--- src/scpr_regs.svh ---
// register offsets, reset values, field positions and counts
`ifndef SCPR_REGS_SVH
`define SCPR_REGS_SVH

// ***********************************************************************
// register offsets
// ***********************************************************************
`define SCPR_ADDR_PORT      13'h0000
`define SCPR_ADDR_ID        13'h0003
`define SCPR_ADDR_RBSEL     13'h0004
`define SCPR_ADDR_OSCDIV    13'h01E0
`define SCPR_ADDR_INCLK     13'h01E1
`define SCPR_ADDR_PDSYNC    13'h0230
`define SCPR_ADDR_RSVD      13'h0231
`define SCPR_ADDR_UPDATE    13'h0232
`define SCPR_ADDR_STEP      13'h0001

// ***********************************************************************
// reset values
// ***********************************************************************
`define SCPR_RST_PORT       8'h18
`define SCPR_RST_RBSEL      8'h00
`define SCPR_RST_OSCDIV     8'h02
`define SCPR_RST_INCLK      8'h00
`define SCPR_RST_PDSYNC     8'h00
`define SCPR_RST_ZERO       8'h00

// ***********************************************************************
// field positions
// ***********************************************************************
`define SCPR_BIT_SDO_ACTIVE 0
`define SCPR_BIT_LSB_FIRST  1
`define SCPR_BIT_SOFT_RESET 2
`define SCPR_BIT_LONG_INSTR 3
`define SCPR_BIT_RB_ACTIVE  0
`define SCPR_BIT_UPDATE     0
`define SCPR_INSTR_RW       15
`define SCPR_INSTR_LEN_HI   14
`define SCPR_INSTR_LEN_LO   13
`define SCPR_INSTR_ADDR_HI  12

// ***********************************************************************
// buffered register slots
// ***********************************************************************
`define SCPR_IDX_RBSEL      2'h0
`define SCPR_IDX_OSCDIV     2'h1
`define SCPR_IDX_INCLK      2'h2
`define SCPR_IDX_PDSYNC     2'h3

// ***********************************************************************
// transfer counts
// ***********************************************************************
`define SCPR_INSTR_BITS     5'h10
`define SCPR_BYTE_BITS      5'h08
`define SCPR_BIT_STEP       5'h01
`define SCPR_LEN_STREAM     2'h3
`define SCPR_LEN_STEP       2'h1
`define SCPR_BIT_TOP        3'h7

`endif

--- src/scpr_pkg.sv ---
// types of the serial port configuration register block
package scpr_pkg;

  // ***********************************************************************
  // transfer phase
  // ***********************************************************************
  typedef enum logic [3:0] {
    SCPR_IDLE  = 4'b0001,
    SCPR_INSTR = 4'b0010,
    SCPR_DATA  = 4'b0100,
    SCPR_DONE  = 4'b1000
  } scpr_phase_t;

  // ***********************************************************************
  // active settings that steer the clock path
  // ***********************************************************************
  typedef struct packed {
    logic [7:0] oscDivider;
    logic [7:0] inputClock;
    logic [7:0] powerdownSync;
  } scpr_active_t;

  // ***********************************************************************
  // whole module state
  // ***********************************************************************
  typedef struct packed {
    logic [1:0]      sclkSync;
    logic [1:0]      csnSync;
    logic [1:0]      dataSync;
    logic            sclkPrev;
    scpr_phase_t     phase;
    logic [4:0]      bitCnt;
    logic [15:0]     shift;
    logic            isRead;
    logic [1:0]      lenCode;
    logic [1:0]      bytesLeft;
    logic [12:0]     addr;
    logic [7:0]      tx;
    logic [7:0]      portCfg;
    logic [3:0][7:0] bufRegs;
    logic [3:0][7:0] actRegs;
    logic            dataIoOut;
    logic            dataIoOe;
    logic            sdoOut;
    logic            sdoOe;
  } scpr_state_t;

endpackage : scpr_pkg

--- src/scpr_serial_port.sv ---
// serial control port with its configuration register bank
`timescale 1ns/1ns
`default_nettype none
`include "scpr_regs.svh"

module scpr_serial_port
  import scpr_pkg::*;
#(
  parameter logic [7:0] VARIANT_ID = 8'h5A  // arbitrary value
) (
  input  wire logic   sys_clk,
  input  wire logic   resetn,
  input  wire logic   sclk,
  input  wire logic   csn,
  input  wire logic   dataIoIn,
  output logic        dataIoOut,
  output logic        dataIoOe,
  output logic        serialDataOutputPin,
  output logic        serialDataOutputPinOe,
  output logic [7:0]  portConfig,
  output scpr_active_t activeRegs
);

  scpr_state_t st_r;
  scpr_state_t st_nxt;

  // ***********************************************************************
  // register access helpers
  // ***********************************************************************
  function automatic logic [1:0] slotOf(input logic [12:0] a);
    logic [1:0] idx;
    idx = `SCPR_IDX_RBSEL;
    if (a == `SCPR_ADDR_OSCDIV) begin
      idx = `SCPR_IDX_OSCDIV;
    end else if (a == `SCPR_ADDR_INCLK) begin
      idx = `SCPR_IDX_INCLK;
    end else if (a == `SCPR_ADDR_PDSYNC) begin
      idx = `SCPR_IDX_PDSYNC;
    end
    return idx;
  endfunction : slotOf

  function automatic logic isBuffered(input logic [12:0] a);
    return (a == `SCPR_ADDR_RBSEL) || (a == `SCPR_ADDR_OSCDIV) ||
           (a == `SCPR_ADDR_INCLK) || (a == `SCPR_ADDR_PDSYNC);
  endfunction : isBuffered

  function automatic logic [7:0] readReg(input scpr_state_t s,
                                         input logic [12:0] a);
    logic [7:0] d;
    logic       useAct;
    d      = `SCPR_RST_ZERO;
    useAct = s.actRegs[`SCPR_IDX_RBSEL][`SCPR_BIT_RB_ACTIVE];
    if (a == `SCPR_ADDR_PORT) begin
      d = s.portCfg;
    end else if (a == `SCPR_ADDR_ID) begin
      d = VARIANT_ID;
    end else if (isBuffered(a)) begin
      d = useAct ? s.actRegs[slotOf(a)] : s.bufRegs[slotOf(a)];
    end
    return d;
  endfunction : readReg

  function automatic scpr_state_t writeReg(input scpr_state_t s,
                                           input logic [12:0] a,
                                           input logic [7:0]  d);
    scpr_state_t n;
    n = s;
    if (a == `SCPR_ADDR_PORT) begin
      n.portCfg = d;
    end else if (isBuffered(a)) begin
      n.bufRegs[slotOf(a)] = d;
    end else if (a == `SCPR_ADDR_UPDATE) begin
      if (d[`SCPR_BIT_UPDATE]) begin
        n.actRegs = s.bufRegs;
      end
    end
    return n;
  endfunction : writeReg

  function automatic logic [15:0] shiftIn(input logic [15:0] sh,
                                          input logic        b,
                                          input logic        lsb);
    return lsb ? {b, sh[15:1]} : {sh[14:0], b};
  endfunction : shiftIn

  // ***********************************************************************
  // next state
  // ***********************************************************************
  logic       lsbFirst;
  logic       sdoActive;
  logic       sclkRise;
  logic       sclkFall;
  logic       csActive;
  logic       sdata;
  logic [4:0] cntInc;
  logic [7:0] rxByte;
  logic       outBit;
  logic [2:0] outIdx;

  always_comb begin
    st_nxt    = st_r;
    lsbFirst  = st_r.portCfg[`SCPR_BIT_LSB_FIRST];
    sdoActive = st_r.portCfg[`SCPR_BIT_SDO_ACTIVE];
    sclkRise  = st_r.sclkSync[1] && !st_r.sclkPrev;
    sclkFall  = !st_r.sclkSync[1] && st_r.sclkPrev;
    csActive  = !st_r.csnSync[1];
    sdata     = st_r.dataSync[1];
    cntInc    = st_r.bitCnt + `SCPR_BIT_STEP;
    rxByte    = lsbFirst ? st_nxt.shift[15:8] : st_nxt.shift[7:0];
    outIdx    = lsbFirst ? st_r.bitCnt[2:0]
                         : `SCPR_BIT_TOP - st_r.bitCnt[2:0];
    outBit    = st_r.tx[outIdx];

    st_nxt.sclkSync = {st_r.sclkSync[0], sclk};
    st_nxt.csnSync  = {st_r.csnSync[0], csn};
    st_nxt.dataSync = {st_r.dataSync[0], dataIoIn};
    st_nxt.sclkPrev = st_r.sclkSync[1];

    if (!csActive) begin
      st_nxt.phase     = SCPR_IDLE;
      st_nxt.bitCnt    = '0;
      st_nxt.dataIoOe  = 1'b0;
      st_nxt.sdoOe     = 1'b0;
    end else begin
      case (st_r.phase)
        SCPR_IDLE, SCPR_INSTR: begin
          st_nxt.phase = SCPR_INSTR;
          if (sclkRise) begin
            st_nxt.shift  = shiftIn(st_r.shift, sdata, lsbFirst);
            st_nxt.bitCnt = cntInc;
            if (cntInc == `SCPR_INSTR_BITS) begin
              st_nxt.isRead    = st_nxt.shift[`SCPR_INSTR_RW];
              st_nxt.lenCode   = st_nxt.shift[`SCPR_INSTR_LEN_HI:
                                              `SCPR_INSTR_LEN_LO];
              st_nxt.bytesLeft = st_nxt.lenCode;
              st_nxt.addr      = st_nxt.shift[`SCPR_INSTR_ADDR_HI:0];
              st_nxt.tx        = readReg(st_r, st_nxt.addr);
              st_nxt.bitCnt    = '0;
              st_nxt.phase     = SCPR_DATA;
            end
          end
        end
        SCPR_DATA: begin
          if (sclkRise) begin
            st_nxt.shift  = shiftIn(st_r.shift, sdata, lsbFirst);
            rxByte        = lsbFirst ? st_nxt.shift[15:8]
                                     : st_nxt.shift[7:0];
            st_nxt.bitCnt = cntInc;
            if (cntInc == `SCPR_BYTE_BITS) begin
              if (!st_r.isRead) begin
                st_nxt = writeReg(st_nxt, st_r.addr, rxByte);
              end
              st_nxt.addr   = lsbFirst ? st_r.addr + `SCPR_ADDR_STEP
                                       : st_r.addr - `SCPR_ADDR_STEP;
              st_nxt.tx     = readReg(st_nxt, st_nxt.addr);
              st_nxt.bitCnt = '0;
              if (st_r.lenCode != `SCPR_LEN_STREAM) begin
                if (st_r.bytesLeft == 2'h0) begin
                  st_nxt.phase = SCPR_DONE;
                end else begin
                  st_nxt.bytesLeft = st_r.bytesLeft - `SCPR_LEN_STEP;
                end
              end
            end
          end
          if (sclkFall && st_r.isRead) begin
            if (sdoActive) begin
              st_nxt.sdoOut   = outBit;
              st_nxt.sdoOe    = 1'b1;
              st_nxt.dataIoOe = 1'b0;
            end else begin
              st_nxt.dataIoOut = outBit;
              st_nxt.dataIoOe  = 1'b1;
              st_nxt.sdoOe     = 1'b0;
            end
          end
        end
        SCPR_DONE: begin
          if (sclkFall) begin
            st_nxt.dataIoOe = 1'b0;
            st_nxt.sdoOe    = 1'b0;
          end
        end
        default: begin
          st_nxt.phase = SCPR_IDLE;
        end
      endcase
    end

    if (st_nxt.portCfg[`SCPR_BIT_SOFT_RESET]) begin
      st_nxt.bufRegs[`SCPR_IDX_RBSEL]  = `SCPR_RST_RBSEL;
      st_nxt.bufRegs[`SCPR_IDX_OSCDIV] = `SCPR_RST_OSCDIV;
      st_nxt.bufRegs[`SCPR_IDX_INCLK]  = `SCPR_RST_INCLK;
      st_nxt.bufRegs[`SCPR_IDX_PDSYNC] = `SCPR_RST_PDSYNC;
      st_nxt.actRegs                   = st_nxt.bufRegs;
    end
  end

  // ***********************************************************************
  // state register
  // ***********************************************************************
  always_ff @(posedge sys_clk or negedge resetn) begin
    if (!resetn) begin
      st_r                          <= '0;
      st_r.csnSync                  <= 2'h3;
      st_r.phase                    <= SCPR_IDLE;
      st_r.portCfg                  <= `SCPR_RST_PORT;
      st_r.bufRegs[`SCPR_IDX_OSCDIV] <= `SCPR_RST_OSCDIV;
      st_r.actRegs[`SCPR_IDX_OSCDIV] <= `SCPR_RST_OSCDIV;
    end else begin
      st_r <= st_nxt;
    end
  end

  // ***********************************************************************
  // outputs
  // ***********************************************************************
  assign dataIoOut             = st_r.dataIoOut;
  assign dataIoOe              = st_r.dataIoOe;
  assign serialDataOutputPin   = st_r.sdoOut;
  assign serialDataOutputPinOe = st_r.sdoOe;
  assign portConfig            = st_r.portCfg;
  assign activeRegs.oscDivider    = st_r.actRegs[`SCPR_IDX_OSCDIV];
  assign activeRegs.inputClock    = st_r.actRegs[`SCPR_IDX_INCLK];
  assign activeRegs.powerdownSync = st_r.actRegs[`SCPR_IDX_PDSYNC];

endmodule : scpr_serial_port
`default_nettype wire

--- config.mk ---
export PLATFORM = sky130hd
export DESIGN_NAME = scpr_serial_port
export DESIGN_NICKNAME = d
export VERILOG_FILES = /design/src/scpr_pkg.sv /design/src/scpr_serial_port.sv
export VERILOG_INCLUDE_DIRS = /design/src
export SDC_FILE = /design/constraint.sdc
export NUM_CORES = 1
export LEC_CHECK = 0
export BUFFER_PORTS_ARGS = -buffer_cell sky130_fd_sc_hd__buf_4
export CORE_ASPECT_RATIO = 0.9
export CORE_MARGIN = 2
export CORE_UTILIZATION = 45
export DETAILED_ROUTE_END_ITERATION = 10
export GPL_ROUTABILITY_DRIVEN = 0
export SLEW_MARGIN = 20
export SYNTH_ARGS = -nofsm -noshare
export SYNTH_HDL_FRONTEND = slang
export SYNTH_SLANG_ARGS = --single-unit
--- constraint.sdc ---
create_clock -name sys_clk -period 4.9 [get_ports sys_clk]
set_input_delay 0.245 -clock sys_clk [delete_from_list [all_inputs] [get_ports sys_clk]]
set_output_delay 0.245 -clock sys_clk [all_outputs]
set_load 0.02 [all_outputs]
==> results.toml <==
[status]
result_of_the_run = "finished, final reports clean"

[floorplanning]
top_level_ports = 41
total_die_area_sq_um = 21900
floorplan.die.height_microns = 140
core-area_sq_um = 20100
initial_utilization_pct = 46.3
die_extent_in_x_microns = 156
row_count = 49

[synthesis]
syn-mean-instance-area_sq_um = 8.57
cells_after_synthesis = 1086
synthesis.area_sq_um = 9310
ys_top_cells_by_count = "127 x dfrtp_1, 111 x nand2_1, 101 x a21oi_1"
synth.top_cell.area_share_pct = 34.1
yosys-top-cells-area = "dfrtp_1 34%, a21oi_1 5.4%, nand2_1 4.5%"
seq_area_frac_synth_pct = 36.1
dominant_cell_type_by_area_after_synthesis = "dfrtp_1"
synth.yosys.warnings = 0
synth.ff_latch_count = 134
yosysUniqueCellTypes = 92
post-synth-top-count-cell = "dfrtp_1"
number_of_flops_mapped_to_enable_cells_by_yosys = 0
ys.flop_type = "dfrtp_1"
postSynth.asyncResetShare_pct = 100
postSynthNetCount = 1108

[setup_path]
setup.worst_path.end_class = "flip-flop"
regToRegSetupSlack_ps = 440
critical_path.n_buffers_inverters = 2
crit_path_cell_chain = "clkinvlp_4, ha_1, and3_1, a221oi_4, nor3_1, nor3_2, mux2i_1, buf_4, and2_1, nand4_1, o22ai_1, a21oi_1, o31ai_1"
worstSetupStartpointType = "flip-flop"
timing.critical_path.depth = 13
reg2reg_to = "st_r[80]"
slowest_delay_ps = 590
critical_path.max_fanout = 15
worstSetupPathType = "reg2reg"
crit_arrival_ps = 4790
worst-r2r-cell-count = 13
worst_r2r_startpoint = "portConfig[1]"
setup.worst_path.start = "portConfig[1]"
endpoint = "st_r[80]"
worst_path_dominant_cell_family = "simple AND/OR/NAND/NOR gates"
crit_path_top_delay_cell = "ha_1"
worstPathRequired_ps = 5230

[global_route]
global_route.usage.total_pct = 29.0
grt_max_degree = 88
grt_pass1_wl_microns = 48900
antenna_found_initial = 0
globalRoute.totalOverflow = 0
first_global_vias = 8115

[cts]
clkSinkCount = 134
cts_buffers = 17
cts_tree = "built"
cts_max_path_buffers = 2
cts_root_buf = "clkbuf_16"
worst_setup_hold_path_clk_slew_ps = 60
htree_num_levels = 4
clk-insertion-delay-late_ps = 440

[drt]
met2_wirelength_microns = 13200
wire_length_on_met3_microns = 3150
vias = 8872
viasPerCell = 6.58
routed_wire_length_per_instance_microns = 23.2
routedLengthMet1_microns = 14100
route.final.wire_length_microns = 31300
detail_route.first_pass.iterations = 7
highest-signal-layer = "met4"
dr.first_iter.drc_count = 1157
remaining_drc_errors = 0
drtAntennaViolNets = 0

[timing]
drv_slew = 0
fin_hold_ws_ps = 346
maxClockFrequency_mhz = 224
setup_total_negative_slack_ps = 0
finalHoldViolations = 0
slew_limit_headroom_pct = 26.6
final.period_utilization_pct = 91.0
tightestPinTransition_ps = 1100
post-route-min-period_ps = 4460
timing.clock.skew_ps = 14.4
finalSetupViolations = 0
rsz0062_at_grt = "no"

[pwr]
ir_worst_vdd_uv = 247
power.leakage_nw = 4.06
power.density_nw_per_um2 = 450

[min_path]
min_path_type = "reg2reg"

[layout]
antennaDiodeCount = 0
num-nets-final = 1103
layout.filler_cells = 1952
layout-drive-gt1-share_pct = 15.3
final_cells = 1349
area_growth_pct = 9.77

[flow_run]
reported_max_cap_violation_count = 0

[place]
place.detailed.hpwl_microns = 22700
io_buffers = 40
dp.cells = 1313
-- worst register-to-register path: stages (launching register included) --
cell and delay [ps]:
dfrtp_2 380, clkinvlp_4 310, ha_1 600, and3_1 300
a221oi_4 410, nor3_1 130, nor3_2 250, mux2i_1 240
buf_4 170, and2_1 490, nand4_1 410, o22ai_1 230
a21oi_1 110, o31ai_1 320
-- cell type report --
class	count	area [sq um]	area share (%)
Sequential cell	134	3360	32.9
Timing Repair Buffer	72	554	5.42
Clock inverter	14	150	1.47
Tap cell	255	319	3.12
Clock buffer	18	429	4.20
Multi-Input combinational cell	836	5320	52.1
Inverter	20	78.8	0.771
-- state kept, by name (all words and copies together), names as in the netlist --
name                   count
portConfig                 8
dataIoOe                   1
sdata                      1
serialDataOutputPin        1
st_r                      97
activeRegs                24
serialDataOutputPinOe      1
dataIoOut                  1
-- per-layer routing --
metal / global-route usage [%] / vias to the layer above
li1: - / 4009
met1: 43.1 / 4302
met2: 41.6 / 480
met3: 6.68 / 81
met4: 9.37 / 0
met5: 0 / -
-- where the power goes --
part	switching (W)	internal [W]	total [W]	leakage, nW
combinational	0.00114	0.000628	0.00177	2.03
clock	0.000542	0.000752	0.00129	0.277
sequential	0.000257	0.00128	0.00154	1.75
-- per-stage QoR --
stage	total power (W)	setup WS [ps]	instance area (sq um)	util, %
6_report	0.00460	439	10200	50.8
5_1_grt	0.00484	125	10200	50.8
4_1_cts	0.00456	316	10200	50.8
3_5_place_dp	0.00326	358	9600	47.7
3_3_place_gp	0.00325	432	9590	47.7
2_1_floorplan	0.00276	908	9310	-
-- worst min-delay path by stage --
stage,start,endpoint,depth (start not counted)
4_1_cts,st_r[132],st_r[133],0
6_report,st_r[132],st_r[133],0
3_3_place_gp,st_r[132],st_r[133],0
5_1_grt,st_r[132],st_r[133],0
3_5_place_dp,st_r[132],st_r[133],0
2_1_floorplan,resetn,activeRegs[0],0
-- logic make-up after synthesis --
| group | synth area share, % |
|---|---|
| xor gates and xnor gates | 1.12 |
| buffers and inverters | 6.83 |
| DFF | 36.1 |
| and+or+nand+nor | 18.9 |
| AOI/OAI and AO/OA | 27.9 |
| muxes | 6.75 |
| adders and majority gates | 2.37 |
-- cells in the final DEF, fill, tap and decap left out, types with 12 or more instances in the layout --
| cell type | count |
|---|---|
| mux2i_1 | 37 |
| o21ai_0 | 83 |
| nor2_1 | 98 |
| a21o_1 | 12 |
| nor3_1 | 26 |
| clkbuf_16 | 17 |
| o221ai_1 | 15 |
| a31oi_1 | 15 |
| and3_1 | 12 |
| nand2_1 | 111 |
| ha_1 | 16 |
| nand2b_1 | 12 |
| a22o_1 | 31 |
| mux2_2 | 21 |
| nand3_1 | 22 |
| o22ai_1 | 22 |
| inv_1 | 19 |
| buf_4 | 67 |
| a21oi_1 | 101 |
| dfrtp_1 | 126 |
-- repair_timing --
item	4_1_cts	5_1_grt
resized for setup	0	1
buffers inserted	0	0
endpoints found under the setup margin	0	6
endpoints found under the hold margin	84	0
hold buffers	4	0
(Power assumes the default switching activity.)
